## config.mk

```make
export PLATFORM = sky130hd
export DESIGN_NAME = lcdk_device_flat
export DESIGN_NICKNAME = d
export VERILOG_FILES = /design/src/rtl/lcdk_pkg.sv /design/src/rtl/lcdk_if.sv /design/src/rtl/lcdk_scan_timer.sv /design/src/rtl/lcdk_device.sv /design/src/flat_wrapper.sv
export VERILOG_INCLUDE_DIRS = /design/src /design/src/rtl
export SDC_FILE = /design/constraint.sdc
export NUM_CORES = 1
export LEC_CHECK = 0
export ABC_AREA = 1
export BUFFER_PORTS_ARGS = -buffer_cell sky130_fd_sc_hd__buf_4
export CORE_ASPECT_RATIO = 0.5
export CORE_UTILIZATION = 61
export DETAILED_ROUTE_END_ITERATION = 12
export PLACE_DENSITY = 0.81
export SYNTH_ARGS = -nofsm -noshare
export SYNTH_HDL_FRONTEND = slang
export SYNTH_SLANG_ARGS = --single-unit
```

## constraint.sdc

```tcl
create_clock -name ref_clk -period 3.75 [get_ports ref_clk]
set_clock_uncertainty 0.1 [all_clocks]
set_input_delay 0 -clock ref_clk [delete_from_list [all_inputs] [get_ports ref_clk]]
set_output_delay 0 -clock ref_clk [all_outputs]
set_load 0.05 [all_outputs]
```

## src/rtl/lcdk_defines.svh

```systemverilog
`ifndef LCDK_DEFINES_SVH
`define LCDK_DEFINES_SVH

// ----------------------------------------------------------------
// Serial frame layout
// ----------------------------------------------------------------
`define LCDK_ADDR_W       8
`define LCDK_ADDR_DISP    8'h41
`define LCDK_ADDR_KEY     8'h43
`define LCDK_PAYLOAD_W    81
`define LCDK_CHUNK_W      76
`define LCDK_CHUNK4_W     75
`define LCDK_IDX_LSB      76
`define LCDK_DUTY_BIT     78
`define LCDK_SLEEP_LSB    79
`define LCDK_CHUNKS3      3
`define LCDK_CHUNKS4      4
`define LCDK_KEY_W        30
`define LCDK_READ_W       31

// ----------------------------------------------------------------
// Pins
// ----------------------------------------------------------------
`define LCDK_GPO_W        8
`define LCDK_SEG_W        65
`define LCDK_COM_W        3
`define LCDK_ROWS         6
`define LCDK_COLS         5
`define LCDK_SCAN_RST     6'h20
`define LCDK_SLEEP_KS6    2'h2

// ----------------------------------------------------------------
// Timing
// ----------------------------------------------------------------
`define LCDK_OSC_DIV      100
`define LCDK_SCAN_WIN_T   615
`define LCDK_SCAN_RETRY_T 1230
`define LCDK_SCAN_STEP_T  51
`define LCDK_CL_HALF      6
`define LCDK_CLK_MHZ      100
`define LCDK_DISP_MS      30

// ----------------------------------------------------------------
// Controller register map (word index) and bits
// ----------------------------------------------------------------
`define LCDK_REG_CTRL     4'h0
`define LCDK_REG_STAT     4'h1
`define LCDK_REG_MASK     4'h2
`define LCDK_REG_KEY      4'h3
`define LCDK_REG_DISP0    4'h4
`define LCDK_DISP_WORDS   10
`define LCDK_CTRL_GO      0
`define LCDK_CTRL_DUTY4   1
`define LCDK_CTRL_SLEEP   2
`define LCDK_CTRL_IRQMODE 4
`define LCDK_CTRL_RESREL  5
`define LCDK_CTRL_RDNOW   6
`define LCDK_EV_W         4
`define LCDK_EV_DONE      0
`define LCDK_EV_KEY       1
`define LCDK_EV_INVALID   2
`define LCDK_EV_LATE      3

`endif

```

## src/rtl/lcdk_pkg.sv

```systemverilog
package lcdk_pkg;
	typedef enum logic [2:0] {
		D_IDLE  = 3'b001,
		D_SCAN  = 3'b010,
		D_READY = 3'b100
	} lcdk_dstate_t;

	typedef enum logic [2:0] {
		H_IDLE  = 3'b001,
		H_FRAME = 3'b010,
		H_GAP   = 3'b100
	} lcdk_hstate_t;
endpackage

```

## src/rtl/lcdk_if.sv

```systemverilog
`timescale 1ns/1ps
interface lcdk_if;
	logic ce;
	logic cl;
	logic di;
	logic reset_input_n;
	logic do_o;
	logic do_oe_n;
	logic do_line;

	// Pull-up: released line reads high
	assign do_line = do_oe_n | do_o;

	modport dev (
		input  ce,
		input  cl,
		input  di,
		input  reset_input_n,
		output do_o,
		output do_oe_n
	);
	modport host (
		output ce,
		output cl,
		output di,
		output reset_input_n,
		input  do_line
	);
endinterface

```

## src/rtl/lcdk_scan_timer.sv

```systemverilog
`timescale 1ns/1ps
`include "lcdk_defines.svh"
module lcdk_scan_timer
	import lcdk_pkg::*;
#(
	parameter int OSC_DIV = `LCDK_OSC_DIV
) (
	input  wire logic       ref_clk,
	input  wire logic       nrst,
	input  wire logic       clk_en,
	input  wire logic       start,
	input  wire logic       stop,
	output logic      [2:0] row,
	output logic            pass,
	output logic            step_end,
	output logic            win_end
);
	localparam int OW = (OSC_DIV > 1) ? $clog2(OSC_DIV) : 1;
	localparam int TW = $clog2(`LCDK_SCAN_WIN_T);
	localparam int SW = $clog2(`LCDK_SCAN_STEP_T);
	localparam int STEPS = 2 * `LCDK_ROWS;

	typedef struct packed {
		logic          run;
		logic [OW-1:0] osc;
		logic [TW-1:0] tcnt;
		logic [SW-1:0] scnt;
		logic    [3:0] step;
	} lcdk_tmr_t;

	lcdk_tmr_t q;
	lcdk_tmr_t d;
	logic      tick;

	assign tick = q.run && (q.osc == OW'(OSC_DIV - 1));
	assign pass = (q.step >= 4'(`LCDK_ROWS));
	assign row  = pass ? 3'(q.step - 4'(`LCDK_ROWS)) : q.step[2:0];

	always_comb begin
		d        = q;
		step_end = 1'b0;
		win_end  = 1'b0;
		if (q.run) begin
			d.osc = tick ? '0 : q.osc + 1'b1;
		end
		if (tick) begin
			d.tcnt = q.tcnt + 1'b1;
			if (q.step < 4'(STEPS)) begin
				if (q.scnt == SW'(`LCDK_SCAN_STEP_T - 1)) begin
					d.scnt   = '0;
					d.step   = q.step + 1'b1;
					step_end = 1'b1;
				end else begin
					d.scnt = q.scnt + 1'b1;
				end
			end
			// Window length fixed in oscillator periods
			if (q.tcnt == TW'(`LCDK_SCAN_WIN_T - 1)) begin
				win_end = 1'b1;
				d.run   = 1'b0;
			end
		end
		if (start) begin
			d     = '0;
			d.run = 1'b1;
		end
		if (stop) begin
			d = '0;
		end
	end

	always_ff @(posedge ref_clk) begin
		if (!nrst) begin
			q <= '0;
		end else if (clk_en) begin
			q <= d;
		end
	end
endmodule // lcdk_scan_timer

```

## src/rtl/lcdk_device.sv

```systemverilog
`timescale 1ns/1ps
`include "lcdk_defines.svh"
module lcdk_device
	import lcdk_pkg::*;
#(
	parameter int OSC_DIV = `LCDK_OSC_DIV
) (
	input  wire logic                   ref_clk,
	input  wire logic                   nrst,
	input  wire logic                   clk_en,
	lcdk_if.dev                         link,
	input  wire logic [`LCDK_COLS-1:0]  key_in,
	output logic      [`LCDK_GPO_W-1:0] shared_seg_gpo_pins,
	output logic      [`LCDK_SEG_W-1:0] seg_out,
	output logic      [`LCDK_COM_W-1:0] com_out,
	output logic                        shared_common4_seg_pin,
	output logic                        shared_common4_is_com,
	output logic                  [1:0] shared_scan_seg_pins,
	output logic                  [2:0] scan_out_three_to_five,
	output logic                        scan_out_six,
	output logic                        display_on
);
	localparam int CH = `LCDK_CHUNKS4;
	localparam int CW = `LCDK_CHUNK_W;
	localparam int PW = `LCDK_PAYLOAD_W;
	localparam int AW = `LCDK_ADDR_W;
	localparam int KW = `LCDK_KEY_W;
	localparam int RW = `LCDK_READ_W;
	localparam int NR = `LCDK_ROWS;
	localparam int NC = `LCDK_COLS;

	typedef struct packed {
		logic                  ce_m, ce_s, ce_p;
		logic                  cl_m, cl_s, cl_p;
		logic                  di_m, di_s;
		logic                  res_m, res_s;
		logic         [NC-1:0] ki_m, ki_s;
		logic                  por;
		logic         [CH-1:0] got;
		logic                  duty4, duty_seen;
		logic            [1:0] sleep;
		logic                  sleep_seen;
		logic         [AW-1:0] addr;
		logic         [PW-1:0] pl;
		logic            [6:0] bitcnt;
		logic                  reading;
		logic         [RW-1:0] rd_sh;
		logic [CH-1:0][CW-1:0] disp;
		lcdk_dstate_t          state;
		logic         [KW-1:0] kbuf, samp_a, samp_b;
		logic                  do_pull;
		logic   [`LCDK_GPO_W-1:0] gpo;
		logic   [`LCDK_SEG_W-1:0] seg;
		logic   [`LCDK_COM_W-1:0] com;
		logic                  com4, com4_is_com, disp_on;
		logic         [NR-1:0] scan;
	} lcdk_dev_t;

	localparam lcdk_dev_t ST_RST = '{
		por: 1'b1, com4_is_com: 1'b1, state: D_IDLE,
		scan: `LCDK_SCAN_RST, default: '0};

	lcdk_dev_t q;
	lcdk_dev_t d;
	logic          sys_rst;
	logic          cl_rise;
	logic          ce_rise;
	logic          ce_fall;
	logic [AW-1:0] addr_n;
	logic    [1:0] idx;
	logic [CH-1:0] got_n;
	logic [CH-1:0] need;
	logic [NR-1:0] rows;
	logic [CW-1:0] d0;
	logic          t_start;
	logic          t_stop;
	logic    [2:0] t_row;
	logic          t_pass;
	logic          t_step;
	logic          t_win;

	// ----------------------------------------------------------------
	// Scan window timing
	// ----------------------------------------------------------------
	lcdk_scan_timer #(
		.OSC_DIV (OSC_DIV)
	) u_timer (
		.ref_clk  (ref_clk),
		.nrst     (nrst),
		.clk_en   (clk_en),
		.start    (t_start),
		.stop     (t_stop),
		.row      (t_row),
		.pass     (t_pass),
		.step_end (t_step),
		.win_end  (t_win)
	);

	assign sys_rst = q.por | ~q.res_s;
	assign cl_rise = q.cl_s & ~q.cl_p;
	assign ce_rise = q.ce_s & ~q.ce_p;
	assign ce_fall = ~q.ce_s & q.ce_p;
	assign addr_n  = {q.di_s, q.addr[AW-1:1]};
	// Start must beat stop on the cycle that enters the scan
	assign t_stop  = sys_rst | ((q.state != D_SCAN) & ~t_start);
	assign d0      = q.disp[0];

	// ----------------------------------------------------------------
	// Next state
	// ----------------------------------------------------------------
	always_comb begin
		d       = q;
		t_start = 1'b0;
		idx     = q.pl[`LCDK_IDX_LSB +: 2];
		got_n   = q.got | (CH'(1) << idx);
		need    = q.pl[`LCDK_DUTY_BIT] ? CH'(4'hF) : CH'(4'h7);
		d.ce_m  = link.ce;
		d.ce_s  = q.ce_m;
		d.ce_p  = q.ce_s;
		d.cl_m  = link.cl;
		d.cl_s  = q.cl_m;
		d.cl_p  = q.cl_s;
		d.di_m  = link.di;
		d.di_s  = q.di_m;
		d.res_m = link.reset_input_n;
		d.res_s = q.res_m;
		d.ki_m  = key_in;
		d.ki_s  = q.ki_m;

		// Serial side keeps working in reset so the reset can end
		if (ce_rise) begin
			d.bitcnt  = '0;
			d.reading = 1'b0;
		end
		if (q.ce_s && cl_rise) begin
			if (q.bitcnt < 7'(AW)) begin
				d.addr = addr_n;
			end else if (q.addr == `LCDK_ADDR_DISP) begin
				d.pl = {q.di_s, q.pl[PW-1:1]};
			end
			if (q.reading) begin
				d.rd_sh = q.rd_sh >> 1;
			end
			if (q.bitcnt == 7'(AW - 1) && addr_n == `LCDK_ADDR_KEY) begin
				d.reading = 1'b1;
				d.rd_sh   = {q.sleep != 2'h0, q.kbuf};
			end
			if (q.bitcnt != 7'h7F) begin
				d.bitcnt = q.bitcnt + 1'b1;
			end
		end
		if (ce_fall) begin
			d.reading = 1'b0;
			if (q.addr == `LCDK_ADDR_DISP &&
				q.bitcnt == 7'(AW + PW)) begin
				d.disp[idx]  = q.pl[CW-1:0];
				d.got        = got_n;
				d.duty4      = q.pl[`LCDK_DUTY_BIT];
				d.duty_seen  = 1'b1;
				d.sleep      = q.pl[`LCDK_SLEEP_LSB +: 2];
				d.sleep_seen = 1'b1;
				// Power-on reset ends with the last frame
				if ((got_n & need) == need) begin
					d.por = 1'b0;
				end
			end
		end

		// ----------------------------------------------------------------
		// Key scan
		// ----------------------------------------------------------------
		if (sys_rst) begin
			d.kbuf  = '0;
			d.state = D_IDLE;
		end else begin
			case (q.state)
				D_IDLE: begin
					if (|q.ki_s && !q.reading) begin
						d.state = D_SCAN;
						t_start = 1'b1;
					end
				end
				D_SCAN: begin
					if (t_step && !t_pass) begin
						d.samp_a[t_row * NC +: NC] = q.ki_s;
					end
					if (t_step && t_pass) begin
						d.samp_b[t_row * NC +: NC] = q.ki_s;
					end
					// Disagreement costs a second window
					if (t_win) begin
						if (q.samp_a == q.samp_b) begin
							d.kbuf  = q.samp_b;
							d.state = D_READY;
						end else begin
							t_start = 1'b1;
						end
					end
				end
				D_READY: begin
					if (ce_fall && q.reading) begin
						d.state = D_IDLE;
					end
				end
				default: begin
					d.state = D_IDLE;
				end
			endcase
		end

		// ----------------------------------------------------------------
		// Pins, registered
		// ----------------------------------------------------------------
		if (q.state == D_SCAN) begin
			rows = NR'(1) << t_row;
		end else if (q.sleep == `LCDK_SLEEP_KS6) begin
			rows = `LCDK_SCAN_RST;
		end else begin
			rows = '1;
		end
		// Three to five undefined before sleep bits; driven anyway
		d.scan = sys_rst ? `LCDK_SCAN_RST : rows;
		d.gpo  = sys_rst ? '0 : d0[`LCDK_GPO_W-1:0];
		d.seg  = sys_rst ? '0 : d0[`LCDK_GPO_W +: `LCDK_SEG_W];
		d.com  = sys_rst ? '0 : '1;
		d.disp_on     = ~sys_rst;
		d.com4_is_com = ~q.duty_seen | q.duty4;
		d.com4 = sys_rst ? 1'b0 :
			(d.com4_is_com | d0[`LCDK_GPO_W + `LCDK_SEG_W]);
		// Released whenever reset holds, read or not
		d.do_pull = ~sys_rst &
			(((q.state == D_READY) & ~q.ce_s) |
			(q.reading & ~q.rd_sh[0]));
	end

	always_ff @(posedge ref_clk) begin
		if (!nrst) begin
			q <= ST_RST;
		end else if (clk_en) begin
			q <= d;
		end
	end

	assign link.do_o              = 1'b0;
	assign link.do_oe_n           = ~q.do_pull;
	assign shared_seg_gpo_pins    = q.gpo;
	assign seg_out                = q.seg;
	assign com_out                = q.com;
	assign shared_common4_seg_pin = q.com4;
	assign shared_common4_is_com  = q.com4_is_com;
	assign shared_scan_seg_pins   = q.scan[1:0];
	assign scan_out_three_to_five = q.scan[4:2];
	assign scan_out_six           = q.scan[5];
	assign display_on             = q.disp_on;
endmodule // lcdk_device

```

## src/flat_wrapper.sv

```systemverilog
// flat-port wrapper written by rule: the top's interface ports become plain ports
module lcdk_device_flat import lcdk_pkg::*;
#(
	parameter int OSC_DIV = `LCDK_OSC_DIV
)
  (ref_clk, nrst, clk_en, key_in, shared_seg_gpo_pins, seg_out, com_out, shared_common4_seg_pin, shared_common4_is_com, shared_scan_seg_pins, scan_out_three_to_five, scan_out_six, display_on, link_ce, link_cl, link_di, link_reset_input_n, link_do_o, link_do_oe_n);
  lcdk_if link_i ();
  input  wire logic ref_clk;
  input  wire logic nrst;
  input  wire logic clk_en;
  input  wire logic [`LCDK_COLS-1:0] key_in;
  output logic      [`LCDK_GPO_W-1:0] shared_seg_gpo_pins;
  output logic      [`LCDK_SEG_W-1:0] seg_out;
  output logic      [`LCDK_COM_W-1:0] com_out;
  output logic shared_common4_seg_pin;
  output logic shared_common4_is_com;
  output logic                  [1:0] shared_scan_seg_pins;
  output logic                  [2:0] scan_out_three_to_five;
  output logic scan_out_six;
  output logic display_on;
  input wire logic [$bits(link_i.ce)-1:0] link_ce;
  input wire logic [$bits(link_i.cl)-1:0] link_cl;
  input wire logic [$bits(link_i.di)-1:0] link_di;
  input wire logic [$bits(link_i.reset_input_n)-1:0] link_reset_input_n;
  output wire logic [$bits(link_i.do_o)-1:0] link_do_o;
  output wire logic [$bits(link_i.do_oe_n)-1:0] link_do_oe_n;
  assign link_i.ce = link_ce;
  assign link_i.cl = link_cl;
  assign link_i.di = link_di;
  assign link_i.reset_input_n = link_reset_input_n;
  assign link_do_o = link_i.do_o;
  assign link_do_oe_n = link_i.do_oe_n;
  lcdk_device #(.OSC_DIV(OSC_DIV)) u_core (.ref_clk(ref_clk), .nrst(nrst), .clk_en(clk_en), .link(link_i), .key_in(key_in), .shared_seg_gpo_pins(shared_seg_gpo_pins), .seg_out(seg_out), .com_out(com_out), .shared_common4_seg_pin(shared_common4_seg_pin), .shared_common4_is_com(shared_common4_is_com), .shared_scan_seg_pins(shared_scan_seg_pins), .scan_out_three_to_five(scan_out_three_to_five), .scan_out_six(scan_out_six), .display_on(display_on));
endmodule
```

==> results.toml <==
[status]
status = "completed"

[timing]
setup_tns_ns = 0
setup_viol = 0
period_needed_ns = 3.24
period_share = 0.864
maxSlewViolCount = 0
maxSlewHeadroom = 0.301
rsz0062_at_grt = "false"
final_hold_viol_count = 0
worstMarginPinSlew_ns = 1.05
fmax_mhz = 309

[finish]
layout.nets = 2289
layout_commonest_cell = "dfxtp_1"
diodes = 0
final_cell_mix = "dfxtp_1, nand2_1, a21oi_1"
drive_above_1_share = 0.101
fin_area_um2 = 19500
area_growth_syn_to_layout_pct = 9.75

[floorplan]
die_w_um = 243
die_y_um = 123
dieArea_um2 = 29800
rows = 43
initial_utilization = 0.631
ios = 99
coreArea_um2 = 28100

[cts]
insertion_delay_ns = 0.54
cts_setup_buffers = 0
clk_pin_slew_ns = 0.07
cts.sinks = 435
numCtsBuffers = 37
cts_tree = "built"
cts_buffer_depth = 3
clockRootBuffer = "clkbuf_16"
cts.htree.levels = 2

[global_routing]
antenna_found_initial = 0
grt_pass1_wl_um = 63900
grt_util_all_layers = 0.258
grt_pass1_vias = 13100
overflow = 0
grt_max_degree = 190

[logic_synthesis]
async_reset_ff_frac = 0
ys_seq_elements = 435
netlist.top_cell.by_area = "dfxtp_1"
synthTopCellsByArea = "dfxtp_1, a21oi_1, nand2_1"
synth_area_per_cell_um2 = 7.73
syn_area_um2 = 17800
synth_nets = 2326
synth-edff-count = 0
yosysUniqueCellTypes = 44
synth_top_area_frac = 0.491
synth_warnings = 0
synth_cells = 2298
synth_flop_cell = "dfxtp_1"
seq_area_frac_synth = 0.491

[worst_setup_path]
path_max_fanout = 10
cp-start-kind = "register"
crit_type = "reg -> reg"
worstSetupEndpointType = "register"
arrival_ns = 3.58
cp.required_ns = 4.09

[drt]
drt-total-wl_um = 38700
drt_iter0_drc = 1157
drcViolationCount = 0
wire_per_inst_um = 14.5
firstDrtPassIters = 5
ant_nets = 0
vias = 14400
viasPerCell = 5.40

[power_and_ir_drop]
p_leak_nw = 7.59
vdd_ir_drop_max_v = 0.000328
power.density_nw_per_um2 = 459

[placement]
routabilityCongestion = 0.919
port_buffers = 97
placed_cell_area_um2 = 18000
dpl.hpwl_um = 24000

[worst_hold_path]
hold_path.class = "reg -> reg"

[job]
cap_violations = 0
[cell usage after synthesis, types with 9 or more instances]
master      n
a211oi_1   35
xor2_1      9
nand4_1    15
clkbuf_1   92
nand3_1    39
ha_1       16
nor2_1    221
inv_2      14
a21oi_1   326
buf_1      10
nand2_1   390
inv_1     200
o21ai_0   250
buf_4      88
nor3_1     12
buf_2      20
dfxtp_1   435
xnor2_1    23
o21ai_1    31
[cell type report]
class                           count  area (µm²)
Clock buffer                       56        1150
Timing Repair Buffer              134        1100
Multi-Input combinational cell   1437        7090
Clock inverter                     11         139
Inverter                          216         820
Tap cell                          382         478
Sequential cell                   435        8710
Fill cell                        2211        8650
[layer usage]
metal,up-vias,track usage,part of all wire
li1,7344,-,-
met1,6689,0.341,0.46
met2,327,0.441,0.47
met3,76,0.0374,0.047
met4,0,0.0790,0.022
met5,-,0,0
[through the flow]
step | total power, W | worst slack, ns | util | instances | hold slack (ns)
finish | 0.00894 | 0.511 | 0.692 | 2671 | 0.350
global route | 0.00920 | 0.248 | 0.692 | 2671 | 0.370
CTS | 0.00898 | 0.525 | 0.692 | 2671 | 0.360
detailed placement | 0.00501 | 0.549 | 0.640 | 2584 | 0.133
global placement | 0.00501 | 0.742 | 0.640 | 2584 | 0.125
floorplan | 0.00494 | 0.979 | - | 2298 | 0.0349
[power breakdown]
group	total (W)	switching [W]	internal [W]
clock network	0.00401	0.00173	0.00228
logic	0.000262	0.000187	0.0000746
registers	0.00467	0.0000249	0.00464
total	0.00894	0.00194	0.00700
[flip-flops by register name, summed over array words and instances, names as in the netlist, 2 cells and up]
signal and cells:
u_core.q 230, u_core.d0 74, u_core.seg_out 65, u_core.u_timer.q 28, u_core.d 11, u_core.addr_n 8, u_core.shared_seg_gpo_pins 8, u_core.scan_out_three_to_five 3
u_core.idx 2, u_core.shared_scan_seg_pins 2
[kinds of logic (layout without fill, tap and decap cells)]
| kind of cell | Yosys count | count (layout) | share of synthesized area |
|---|---|---|---|
| AOI/OAI and AO/OA | 667 | 667 | 0.197 |
| xor gates and xnor gates | 32 | 32 | 0.0158 |
| adders and majority gates | 16 | 16 | 0.0113 |
| buffers and inverters | 426 | 417 | 0.110 |
| DFF | 435 | 435 | 0.491 |
| other | 1 | 1 | 0.000211 |
| and+or+nand+nor | 721 | 721 | 0.175 |
[worst max-delay path, stage by stage (launching register included)]
cell and delay, ns:
dfxtp_1 0.51, inv_1 0.23, ha_1 0.23, nor2_1 0.11, o21ai_2 0.10, inv_2 0.12, nor2_2 0.05, a21oi_2 0.23
inv_1 0.11, ha_1 0.41, inv_1 0.10, nor3_1 0.33, nand2_2 0.21, a211oi_1 0.29
[worst paths after layout]
kind,startpoint,end,slack [ns],cells past startpoint
worst max-delay path,u_core.u_timer.q[0],u_core.q[132],0.51,13
worst min-delay path,u_core.d0[16],u_core.seg_out[8],0.35,2
worst max register to register,u_core.u_timer.q[0],u_core.q[132],0.51,13
worst min register to register,u_core.d0[16],u_core.seg_out[8],0.35,2
[repair_timing]
| action | CTS | global route |
|---|---|---|
| gates resized for setup | 0 | 0 |
| hold buffers | 20 | 0 |
| endpoints found under the hold margin | 105 | 0 |
Power figures use the tool's default switching activity.
